--- src/include/bls_pkg.sv ---
// package for the backlight state sequencer: states, fault bundle, timing
// assumes a single 40 MHz system clock
package bls_pkg;

    // =====================================================================
    // clock and timing
    localparam int unsigned CLK_HZ           = 40_000_000;
    localparam int unsigned SOFT_START_MS    = 65;
    localparam int unsigned BOOST_START_MS   = 50;
    localparam int unsigned RECOVERY_MS      = 100;
    localparam int unsigned EN_LOW_US        = 50;
    localparam int unsigned SOFT_START_CYC   = CLK_HZ / 1000 * SOFT_START_MS;
    localparam int unsigned BOOST_START_CYC  = CLK_HZ / 1000 * BOOST_START_MS;
    localparam int unsigned RECOVERY_CYC     = CLK_HZ / 1000 * RECOVERY_MS;
    localparam int unsigned EN_LOW_CYC       = CLK_HZ / 1_000_000 * EN_LOW_US;
    localparam int unsigned TIMER_W          = 24;
    localparam int unsigned SYNC_STAGES      = 3;

    // =====================================================================
    // sequencer states
    typedef enum logic [2:0] {
        BLS_OFF,
        BLS_STANDBY,
        BLS_SOFT_START,
        BLS_BOOST_START,
        BLS_NORMAL,
        BLS_RECOVERY
    } bls_state_t;

    // =====================================================================
    // fault comparator inputs
    typedef struct packed {
        logic input_overvoltage_fault;
        logic input_undervoltage_fault;
        logic switch_node_overvoltage_fault;
        logic thermal_shutdown_fault;
        logic boost_overvoltage_fault;
    } bls_faults_t;

    // power stage controls
    typedef struct packed {
        logic regulator_on;
        logic line_switch_on;
        logic converter_on;
        logic reduced_limit;
        logic short_check;
    } bls_power_t;

endpackage

--- src/rtl/bls_sequencer.sv ---
// backlight driver operating-state sequencer
// assumes fault comparator levels on sys_clk, async enable/brightness pins
// Functional notes
// [RL1] standby once supply above rising undervoltage
// [RL2] enable high wakes regulator, enters soft start
// [RL3] enable low over 50 us: standby
// [RL4] soft start turns on line switch
// [RL5] soft start lasts 65 ms then boost
// [RL6] start states watch only four faults
// [RL7] boost start: converter on, reduced limit
// [RL8] 50 ms boost, check shorts, then normal
// [RL9] normal: sinks follow brightness input
// [RL10] normal: all faults including string faults
// [RL11] fault released entering normal after recovery
// [RL12] non-string fault: recovery, all power off
// [RL13] after 100 ms restart if enabled
// [RL14] fault output low during recovery
// [RL15] string fault disables only that string
// [RL16] short enable pulse clears string fault
// [RL17] synchronise inputs, timers restart per state
// [RL18] undervoltage in powered states resets sequencer
`timescale 1ns/1ps
module bls_sequencer
    import bls_pkg::*;
#(
    parameter int unsigned STRINGS       = 4,
    parameter int unsigned SOFT_CYCLES   = SOFT_START_CYC,
    parameter int unsigned BOOST_CYCLES  = BOOST_START_CYC,
    parameter int unsigned RECOV_CYCLES  = RECOVERY_CYC,
    parameter int unsigned EN_LOW_CYCLES = EN_LOW_CYC
) (
    input  wire logic               sys_clk,
    input  wire logic               rst,
    input  wire logic               supply_above_uvlo,
    input  wire logic               enable_and_io_supply_input,
    input  wire logic               brightness_pwm,
    input  bls_faults_t             faults,
    input  wire logic [STRINGS-1:0] string_grounded,
    input  wire logic [STRINGS-1:0] string_open_fault,
    input  wire logic [STRINGS-1:0] string_short_fault,
    output bls_power_t              power,
    output logic [STRINGS-1:0]      sink_on,
    output logic [STRINGS-1:0]      string_in_loop,
    output logic                    fault_out,
    output logic                    fault_oe_n,
    output bls_state_t              state
);

    // =====================================================================
    // elaboration checks
    if (STRINGS < 1 || STRINGS > 8) begin : g_bad_strings
        $error("STRINGS out of range");
    end
    if (SOFT_CYCLES < 1 || SOFT_CYCLES >= (1 << TIMER_W)) begin : g_bad_soft
        $error("bad soft");
    end
    if (BOOST_CYCLES < 1 || BOOST_CYCLES >= (1 << TIMER_W)) begin : g_bad_boost
        $error("bad boost");
    end
    if (RECOV_CYCLES < 1 || RECOV_CYCLES >= (1 << TIMER_W)) begin : g_bad_recov
        $error("bad recov");
    end
    if (EN_LOW_CYCLES < 1 || EN_LOW_CYCLES >= (1 << TIMER_W)) begin : g_bad_en
        $error("bad en");
    end
    if (SYNC_STAGES != 3) begin : g_bad_sync
        $error("synchroniser needs three stages");
    end

    // =====================================================================
    // helpers
    // dwell length in cycles to last count value
    function automatic logic [TIMER_W-1:0] cyc_limit(input int unsigned cycles);
        return TIMER_W'(cycles - 1);
    endfunction

    // states in which the power stage may run
    function automatic logic powered(input bls_state_t s);
        return s != BLS_OFF && s != BLS_STANDBY;
    endfunction

    // =====================================================================
    // input synchronisers
    logic en_s;
    logic pwm_s;
    logic uv_s;

    bls_sync u_sync_en (
        .sys_clk  (sys_clk),
        .rst      (rst),
        .async_in (enable_and_io_supply_input),
        .sync_out (en_s)
    ); // RL17
    bls_sync u_sync_pwm (
        .sys_clk  (sys_clk),
        .rst      (rst),
        .async_in (brightness_pwm),
        .sync_out (pwm_s)
    ); // RL17
    bls_sync u_sync_uv (
        .sys_clk  (sys_clk),
        .rst      (rst),
        .async_in (supply_above_uvlo),
        .sync_out (uv_s)
    );

    // =====================================================================
    // state timers
    bls_state_t           state_q;
    bls_state_t           state_d;
    logic                 entry;
    logic [TIMER_W-1:0]   limit;
    logic                 dwell_done;
    logic                 en_low_done;
    logic                 en_restart;

    assign entry      = (state_d != state_q);
    assign en_restart = en_s;

    always_comb begin
        unique case (state_q)
            BLS_SOFT_START:  limit = cyc_limit(SOFT_CYCLES);
            BLS_BOOST_START: limit = cyc_limit(BOOST_CYCLES);
            BLS_RECOVERY:    limit = cyc_limit(RECOV_CYCLES);
            default:         limit = '1;
        endcase
    end

    bls_timer u_dwell (
        .sys_clk (sys_clk),
        .rst     (rst | entry),
        .restart (entry),
        .limit   (limit),
        .expired (dwell_done)
    ); // RL17
    bls_timer u_en_low (
        .sys_clk (sys_clk),
        .rst     (rst),
        .restart (en_restart),
        .limit   (cyc_limit(EN_LOW_CYCLES)),
        .expired (en_low_done)
    );

    // =====================================================================
    // fault classification
    logic start_fault;
    logic normal_fault;
    logic string_fault;

    always_comb begin
        start_fault  = faults.input_overvoltage_fault
                     | faults.input_undervoltage_fault
                     | faults.switch_node_overvoltage_fault
                     | faults.thermal_shutdown_fault; // RL6
        normal_fault = start_fault | faults.boost_overvoltage_fault; // RL10
        string_fault = |(string_open_fault | string_short_fault); // RL10
    end

    // =====================================================================
    // state and string bookkeeping
    logic [STRINGS-1:0] disabled_q;
    logic [STRINGS-1:0] disabled_d;
    logic               led_latch_q;
    logic               led_latch_d;
    logic               recovered_q;
    logic               recovered_d;
    logic               fault_low_q;
    logic               fault_low_d;

    always_comb begin
        state_d     = state_q;
        disabled_d  = disabled_q;
        led_latch_d = led_latch_q;
        recovered_d = recovered_q;
        unique case (state_q)
            BLS_OFF: begin
                if (uv_s) state_d = BLS_STANDBY; // RL1
            end
            BLS_STANDBY: begin
                disabled_d  = '0;
                led_latch_d = 1'b0;
                if (en_s) state_d = BLS_SOFT_START; // RL2
            end
            BLS_SOFT_START: begin
                if (start_fault) begin
                    state_d = BLS_RECOVERY; // RL12
                end else if (dwell_done) begin
                    state_d = BLS_BOOST_START; // RL5
                end
            end
            BLS_BOOST_START: begin
                if (start_fault) begin
                    state_d = BLS_RECOVERY; // RL12
                end else if (dwell_done) begin
                    disabled_d = string_grounded; // RL8
                    state_d    = BLS_NORMAL; // RL8
                    if (recovered_q) led_latch_d = 1'b0; // RL11
                end
            end
            BLS_NORMAL: begin
                if (normal_fault) begin
                    state_d = BLS_RECOVERY; // RL12
                end else begin
                    disabled_d = disabled_q | string_open_fault
                               | string_short_fault; // RL15
                    if (string_fault) led_latch_d = 1'b1; // RL15
                    else if (!en_s) led_latch_d = 1'b0; // RL16
                    recovered_d = 1'b0; // RL11
                end
            end
            BLS_RECOVERY: begin
                recovered_d = 1'b1;
                if (dwell_done) begin
                    state_d = en_s ? BLS_SOFT_START : BLS_STANDBY; // RL13
                end
            end
        endcase
        if (powered(state_q) && en_low_done && !en_s) begin
            state_d = BLS_STANDBY; // RL3
        end
        if (state_q != BLS_OFF && !uv_s) begin
            state_d = BLS_OFF; // RL18
        end
        fault_low_d = (state_d == BLS_RECOVERY) // RL14
                    | (state_d == BLS_NORMAL && led_latch_d); // RL15
    end

    always_ff @(posedge sys_clk) begin
        if (rst) begin
            state_q     <= BLS_OFF;
            disabled_q  <= '0;
            led_latch_q <= 1'b0;
            recovered_q <= 1'b0;
            fault_low_q <= 1'b0;
        end else begin
            state_q     <= state_d;
            disabled_q  <= disabled_d;
            led_latch_q <= led_latch_d;
            recovered_q <= recovered_d;
            fault_low_q <= fault_low_d;
        end
    end

    // =====================================================================
    // registered outputs
    bls_power_t         power_q;
    bls_power_t         power_d;
    logic [STRINGS-1:0] sink_q;
    logic [STRINGS-1:0] sink_d;
    logic [STRINGS-1:0] loop_q;
    logic [STRINGS-1:0] loop_d;
    logic               fault_data_q;

    always_comb begin
        power_d = '0;
        sink_d  = '0;
        loop_d  = ~disabled_d;
        unique case (state_d)
            BLS_SOFT_START: begin
                power_d.regulator_on   = 1'b1; // RL2
                power_d.line_switch_on = 1'b1; // RL4
            end
            BLS_BOOST_START: begin
                power_d.regulator_on   = 1'b1;
                power_d.line_switch_on = 1'b1;
                power_d.converter_on   = 1'b1; // RL7
                power_d.reduced_limit  = 1'b1; // RL7
            end
            BLS_NORMAL: begin
                power_d.regulator_on   = 1'b1;
                power_d.line_switch_on = 1'b1;
                power_d.converter_on   = 1'b1;
                power_d.short_check    = (state_q == BLS_BOOST_START); // RL8
                if (pwm_s && en_s) sink_d = ~disabled_d; // RL9
            end
            default: begin
                power_d = '0; // RL12
            end
        endcase
    end

    always_ff @(posedge sys_clk) begin
        if (rst) begin
            power_q      <= '0;
            sink_q       <= '0;
            loop_q       <= '1;
            fault_data_q <= 1'b0;
        end else begin
            // open-drain data: the pin only ever pulls low
            fault_data_q <= 1'b0;
            power_q <= power_d;
            sink_q  <= sink_d;
            loop_q  <= loop_d;
        end
    end

    assign power          = power_q;
    assign sink_on        = sink_q;
    assign string_in_loop = loop_q;
    assign fault_out      = fault_data_q;
    assign fault_oe_n     = ~fault_low_q;
    assign state          = state_q;

endmodule

--- src/rtl/bls_sync.sv ---
// three-flop input synchroniser with agreement filter
// assumes input is asynchronous to sys_clk
`timescale 1ns/1ps
module bls_sync
    import bls_pkg::*;
(
    input  wire logic sys_clk,
    input  wire logic rst,
    input  wire logic async_in,
    output logic      sync_out
);

    logic [SYNC_STAGES-1:0] stage_q;
    logic [SYNC_STAGES-1:0] stage_d;
    logic                   out_q;
    logic                   out_d;

    // =====================================================================
    // next values
    always_comb begin
        stage_d = {stage_q[SYNC_STAGES-2:0], async_in};
        out_d   = out_q;
        if (stage_q[1] == stage_q[2]) begin
            out_d = stage_q[2];
        end
    end

    always_ff @(posedge sys_clk) begin
        if (rst) begin
            stage_q <= '0;
            out_q   <= 1'b0;
        end else begin
            stage_q <= stage_d;
            out_q   <= out_d;
        end
    end

    assign sync_out = out_q;

endmodule

--- src/rtl/bls_timer.sv ---
// dwell timer: clears on restart, flags when count reached
// assumes restart pulses on state entry
`timescale 1ns/1ps
module bls_timer
    import bls_pkg::*;
(
    input  wire logic               sys_clk,
    input  wire logic               rst,
    input  wire logic               restart,
    input  wire logic [TIMER_W-1:0] limit,
    output logic                    expired
);

    logic [TIMER_W-1:0] count_q;
    logic [TIMER_W-1:0] count_d;

    // =====================================================================
    // counter
    always_comb begin
        count_d = count_q;
        if (restart) begin
            count_d = '0;
        end else if (count_q != limit) begin
            count_d = count_q + TIMER_W'(1);
        end
    end

    always_ff @(posedge sys_clk) begin
        if (rst) begin
            count_q <= '0;
        end else begin
            count_q <= count_d;
        end
    end

    // not gated by restart: the caller derives restart from this flag
    assign expired = (count_q == limit);

endmodule

--- config.mk ---
export PLATFORM = sky130hd
export DESIGN_NAME = bls_sequencer
export DESIGN_NICKNAME = d
export VERILOG_FILES = /design/src/include/bls_pkg.sv /design/src/rtl/bls_sequencer.sv /design/src/rtl/bls_sync.sv /design/src/rtl/bls_timer.sv
export SDC_FILE = /design/constraint.sdc
export NUM_CORES = 1
export LEC_CHECK = 0
export CAP_MARGIN = 20
export CELL_PAD_IN_SITES_DETAIL_PLACEMENT = 1
export CELL_PAD_IN_SITES_GLOBAL_PLACEMENT = 2
export CORE_UTILIZATION = 38
export CTS_BUF_LIST = sky130_fd_sc_hd__clkbuf_16
export CTS_CLUSTER_DIAMETER = 40
export DETAILED_ROUTE_END_ITERATION = 7
export DONT_BUFFER_PORTS = 1
export HOLD_SLACK_MARGIN = 0.12
export MAX_ROUTING_LAYER = met4
export PLACE_DENSITY = 0.84
export SLEW_MARGIN = 20
export SYNTH_ARGS = -nofsm -noshare
export SYNTH_HDL_FRONTEND = slang
export SYNTH_SLANG_ARGS = --single-unit
--- constraint.sdc ---
create_clock -name sys_clk -period 3.5 [get_ports sys_clk]
set_input_delay 0.175 -clock sys_clk [delete_from_list [all_inputs] [get_ports sys_clk]]
set_output_delay 0.175 -clock sys_clk [all_outputs]
set_load 0.05 [all_outputs]
* After elaboration in Yosys (flattened, before gate mapping)
Cells that the tools add are included.
** Storage, ports and cells
- Register bits after elaboration :: 83
- Output and inout bits :: 18
- Logic and storage cells :: 102
** Cells by class
- Add/subtract/negate cells :: 2
- Eq/ne operators :: 19
- Muxes and demuxes :: 29
- Bitwise gates (word level) :: 13
- Reduce and logical (&&, ||, !) cells :: 19
** Operators by type and width (count)
- $pmux W24 S3 :: 1
- $add A24 B1 Y24 const B :: 2
- $mux W3 :: 10
- $eq A24 B11 Y1 const B :: 1
- $eq A24 B24 Y1 :: 1
- $ne A24 B11 Y1 const B :: 1
- $ne A24 B24 Y1 :: 1
- $pmux W3 S6 :: 1
- $eq A3 B2 Y1 const B :: 4
- $eq A3 B3 Y1 const B :: 4
- $mux W4 :: 3
- $or A4 B4 Y4 :: 3
- $pmux W4 S3 :: 1
- $mux W1 :: 9
- $reduce_or A2 Y1 :: 4
- $logic_and A1 B1 Y1 :: 6
- $or A1 B1 Y1 :: 6
- $reduce_or A3 Y1 :: 2
- $mux W2 :: 2
- $not A4 Y4 :: 1
- $reduce_or A4 Y1 :: 1
- $eq A1 B1 Y1 :: 3
- $eq A3 B1 Y1 const B :: 1
- $logic_not A3 Y1 :: 1
- 10 further kinds :: 13

* Longest topological paths before layout
- Depth in word-level cells :: 11
- Gate-level depth with buffers :: 13

* Modules after synthesis
A second synthesis with hierarchy kept.
** Unflattened totals
- Cell total of the unflattened synthesis :: 519
- Area total of the unflattened synthesis :: 4588.2 sq um
** By module, submodules not included
- bls_timer :: instances 2, cells an instance 176, area an instance 1515.2 sq um, sequential area each 480.5 sq um
- bls_sequencer :: instances 1, cells an instance 137, area an instance 1219.9 sq um, sequential area each 440.4 sq um
- bls_sync :: instances 3, cells an instance 10, area an instance 112.6 sq um, sequential area each 80.1 sq um

* Least setup slack after synthesis
OpenSTA, ideal clock, no wires.
- Path type :: reg-to-reg
- Start :: register state_q[2] (netlist: state[2])
- End :: register u_dwell.count_q[0]
- Setup time :: 115 ps
- Arrival time :: 3034 ps
- Required time :: 3385 ps
- Setup slack :: 351 ps
- Stages on the path, launching flop included :: 12
- Path buffers :: 2
- Path through :: dfxtp_1 > buf_2 > inv_1 > ha_1 > nor3_1 > o211ai_1 > or4b_4 > o2111ai_1 > o211a_4 > mux2i_4 > buf_6 > nor2_1
** On the way
- Cells in the longest elaborated chain, start to end :: 11
- Elaborated cells on any way between the ends :: 29
- Those cells by class :: eq/ne (9); mux (12); bitwise (1); reduce/logical (7)
** RTL lines
- from (decl) :: RTL line bls_sequencer.sv:109 : bls_state_t state_q;
- from (signal assigned) :: RTL line bls_sequencer.sv:236 : state_q <= state_d;
- $eq A3 B3 Y1 or $eq A3 B2 Y1 (tied branches) :: RTL line bls_sequencer.sv:121, bls_sequencer.sv:175
- $pmux W24 S3 :: RTL line bls_sequencer.sv:121 : unique case (state_q)
- $eq A24 B24 Y1 :: RTL line bls_timer.sv:37 : assign expired = (count_q == limit);
- $mux W3, on equally long branches :: RTL line bls_sequencer.sv:194, bls_sequencer.sv:187
- $mux W3, on equally long branches :: RTL line bls_sequencer.sv:192, bls_sequencer.sv:185
- $pmux W3 S6 :: RTL line bls_sequencer.sv:175 : unique case (state_q)
- $mux W3 :: RTL line bls_sequencer.sv:218 : if (powered(state_q) && en_low_done && !en_s) begin
- $mux W3 :: RTL line bls_sequencer.sv:221 : if (state_q != BLS_OFF && !uv_s) begin
- $ne A3 B3 Y1 :: RTL line bls_sequencer.sv:117 : assign entry = (state_d != state_q);
- $or A1 B1 Y1 :: RTL line bls_sequencer.sv:131 : .rst (rst | entry),
- $reduce_or A2 Y1 (no line)
- to (signal assigned) :: RTL line bls_timer.sv:32 : count_q <= count_d;
- to (decl) :: RTL line bls_timer.sv:14 : logic [TIMER_W-1:0] count_q;
Several ways; a longest one is shown, not always the timed one.
A chain may end at the register's enable or synchronous reset.

* Worst setup path after layout
- Start :: register state_q[1] (netlist: state[1])
- End :: register power_q (netlist bit power[2])
** On the way
- Cells in the longest elaborated chain, start to end :: 11
- Elaborated cells on any way between the ends :: 29
- Those cells by class :: eq/ne (9); mux (13); reduce/logical (7)
** RTL lines
- $eq A3 B3 Y1 or $eq A3 B2 Y1 (tied branches) :: RTL line bls_sequencer.sv:121, bls_sequencer.sv:175
- $pmux W24 S3 :: RTL line bls_sequencer.sv:121
- $eq A24 B24 Y1 :: RTL line bls_timer.sv:37
- $mux W3, on equally long branches :: RTL line bls_sequencer.sv:194, bls_sequencer.sv:187
- $mux W3, on equally long branches :: RTL line bls_sequencer.sv:192, bls_sequencer.sv:185
- $pmux W3 S6 :: RTL line bls_sequencer.sv:175
- $mux W3 :: RTL line bls_sequencer.sv:218
- $mux W3 * :: RTL line bls_sequencer.sv:221
- $eq A3 B3 Y1 or $eq A3 B2 Y1 (tied branches) :: RTL line bls_sequencer.sv:258 : unique case (state_d)
- $reduce_or A2 Y1 (no line) *
- $mux W1 * :: RTL line bls_sequencer.sv:258
- to (signal assigned) :: RTL line bls_sequencer.sv:291 : power_q <= power_d;
- to (decl) :: RTL line bls_sequencer.sv:246 : bls_power_t power_q;
Mark *: on every way between the ends. The rest lies on a longest branch, timed or not.

==> results.cfg <==
[timing]
grt_setup_unrepaired = no
fin_crit_sh_pct = 92.1
min_period_ns = 3.22
finalSetupViolations = 0
hold_viol = 0
drv_slew = 0
max_slew_margin_pct = 37.8
clock_skew_ns = 0.0125
max_freq_ghz = 0.310
worstMarginPinSlew_ns = 0.932
finalSetupTns_ns = 0
hold_slack_ns = 0.162

[synthesis]
synth.distinct_cells = 61
synth_flop_cell = dfxtp_1
syn_nets = 507
netlist_instances = 480
synth_largest_area_cell = dfxtp_1
yosysMostFrequentCell = dfxtp_1
synth_area_leaders = dfxtp_1 41%, nor2_1 7.6%, xor2_1 5.2%
ys_seq_elements = 82
yosys-top-cells-count = 82 x dfxtp_1, 81 x nor2_1, 39 x nand2_1
async_reset_ff_share_pct = 0
synth.top_cell.area_share_pct = 40.9
ys_seq_area_share_pct = 40.9
synth-edff-count = 0
syn_area_mm2 = 0.00401
syn_area_per_cell_um2 = 8.36
yosys_warnings = 0

[worst_setup_path]
worst_setup_path_start_kind = flop
arrival_ns = 3.48
critPathMaxFanout = 11
critical_path_class = flop to flop
endpoint_kind = flop
required_ns = 3.76

[route]
routed_wirelength_um = 10100
wl_per_cell_um = 16.2
ant_nets = 0
remaining_drc_errors = 0
firstDrtPassIters = 4
viasPerCell = 5.36
vias = 3328
drt-initial-drc-count = 124

[pwr]
internal_power_w = 0.00159
pwr-share-comb_pct = 2.3
seq_power_share_pct = 46.9
p_leak_nw = 1.65
peakVddDrop_mv = 0.300
p_per_area_mw_per_mm2 = 454
p_clk_share_pct = 50.8
switching_share_pct = 21.8
power_switching_w = 0.000443

[clock_tree]
cts_tree = yes
cts_setup_buffers = 0
path_clk_slew_ns = 0.06
cts_buffer_depth = 2
clock_sinks = 82
clock_latency_ns = 0.35
htreeDepth = 3
cts_root_buf = clkbuf_16
numCtsBuffers = 9

[layout]
nets = 507
n_antenna_cell = 0
area_delta_synth_final_pct = 11.4
multi_input_area_mm2 = 0.00221
regArea_mm2 = 0.00164
fillers = 1253
drive_above_1_share_pct = 7.01

[placement]
place.gp.congestion = 0.829
dp_hpwl_um = 7060
io_buffers = 0

[global_routing]
overflow = 0
grt_pass1_vias = 3310
grt_usage_pct = 19.8
grt_max_degree = 25
grt_pass1_wl_um = 16700
antenna_found_initial = 0

[floorplan]
coreArea_mm2 = 0.0103
start_util_pct = 39.1
die-area_mm2 = 0.0110
die_x_um = 105
ioPinCount = 40
die_h_um = 105
rows = 37

[worst_hold_path]
worstHoldPathType = input port to flop

[outcome]
status = finished, final reports clean

[run]
cap_viol_max_count = 0
==> path summary, 6_finish.rpt <==
path | from | to | slack [ns] | depth (start not counted)
worst max-delay path | state[1] | power[2] | 0.28 | 9
worst min-delay path | string_short_fault[3] | led_latch_q | 0.16 | 4
worst max register to register | state[1] | power[2] | 0.28 | 9
worst min register to register | u_sync_uv.stage_q[0] | u_sync_uv.stage_q[1] | 0.44 | 1
==> metrics by stage <==
stage | cell area, um^2 | cells | utilization [%] | total power [W] | setup WS (ns)
after floorplan | 4010 | 480 | - | 0.00101 | 0.351
after global placement | 4110 | 601 | 40.0 | 0.00101 | 0.417
after detailed placement | 4110 | 601 | 40.0 | 0.00101 | 0.308
after CTS | 4470 | 621 | 43.5 | 0.00205 | 0.287
after global routing | 4470 | 621 | 43.5 | 0.00209 | 0.0118
final | 4470 | 621 | 43.5 | 0.00203 | 0.276
==> flip-flops by register name, summed over array words and instances (netlist names) <==
signal,count
u_sync_uv.sync_out,1
u_dwell.count_q,24
u_sync_en.sync_out,1
state,3
disabled_q,4
power,4
u_en_low.count_q,24
u_sync_uv.stage_q,3
string_in_loop,4
sink_on,4
recovered_q,1
u_sync_en.stage_q,3
u_sync_pwm.stage_q,3
led_latch_q,1
u_sync_pwm.sync_out,1
fault_low_q,1
==> power by group through the flow <==
stage | Sequential [W] | Combinational (W) | Clock [W]
final | 0.000951 | 0.0000474 | 0.00103
after global routing | 0.000952 | 0.0000537 | 0.00109
after CTS | 0.000951 | 0.0000484 | 0.00105
after detailed placement | 0.000973 | 0.0000407 | 0
after global placement | 0.000972 | 0.0000393 | 0
after floorplan | 0.000971 | 0.0000387 | 0
==> cell type report <==
class / instances / share of cell area [%]
Sequential cell: 82 / 36.7
Clock inverter: 7 / 2.07
Multi-Input combinational cell: 364 / 49.4
Tap cell: 136 / 3.81
Inverter: 13 / 1.09
Clock buffer: 9 / 5.04
Timing Repair Buffer: 10 / 1.90
==> timing repair <==
action	4_1_cts	5_1_grt
hold buffers	4	0
setup endpoints to repair	0	0
gates resized for setup	0	0
hold endpoints to repair	23	0
==> critical path: stages (launching register included) <==
cell and delay, ns:
dfxtp_1 0.55, buf_4 0.28, nand3b_4 0.17, or4_1 0.52, nand3_1 0.15, nand4_2 0.18, or2_1 0.43, a2111oi_0 0.48
o21ai_1 0.17, o21ai_0 0.21
==> cell usage in the layout (no fill, tap or decap), drive strengths merged, types with 3 or more instances in the layout <==
master,n
nor3b,6
nor4b,3
nor2b,14
inv,16
o22ai,5
or3,4
and3,15
xor2,24
buf,6
o21ai,24
and2,3
nor4,6
mux2i,3
a21oi,18
nor2,81
o21a,6
nand2,39
nor3,16
nand3,18
xnor2,20
dfxtp,82
ha,5
clkbuf,9
o211ai,5
o211a,3
nand4,11
nand2b,3
dlygate4sd3,4
or2,7
==> layer usage <==
layer | track usage [%] | share of wire, % | vias up
li1 | - | - | 1655
met1 | 24.5 | 48 | 1613
met2 | 32.0 | 47 | 46
met3 | 4.43 | 3.1 | 14
met4 | 6.04 | 1.4 | 0
met5 | - | 0 | -
==> cells by family (layout without fill, tap and decap cells) <==
kind of cell    Yosys count  in the layout  share of synthesized area [%]
simple gates            234            234                           30.0
flops                    82             82                           40.9
compound gates           76             76                           12.4
xor+xnor                 44             44                           9.60
buf+inv                  34             39                           4.08
fa+ha+maj                 5              5                           1.56
mux                       4              4                           1.34
other cells               1              1                         0.0934
(Power assumes the default switching activity.)
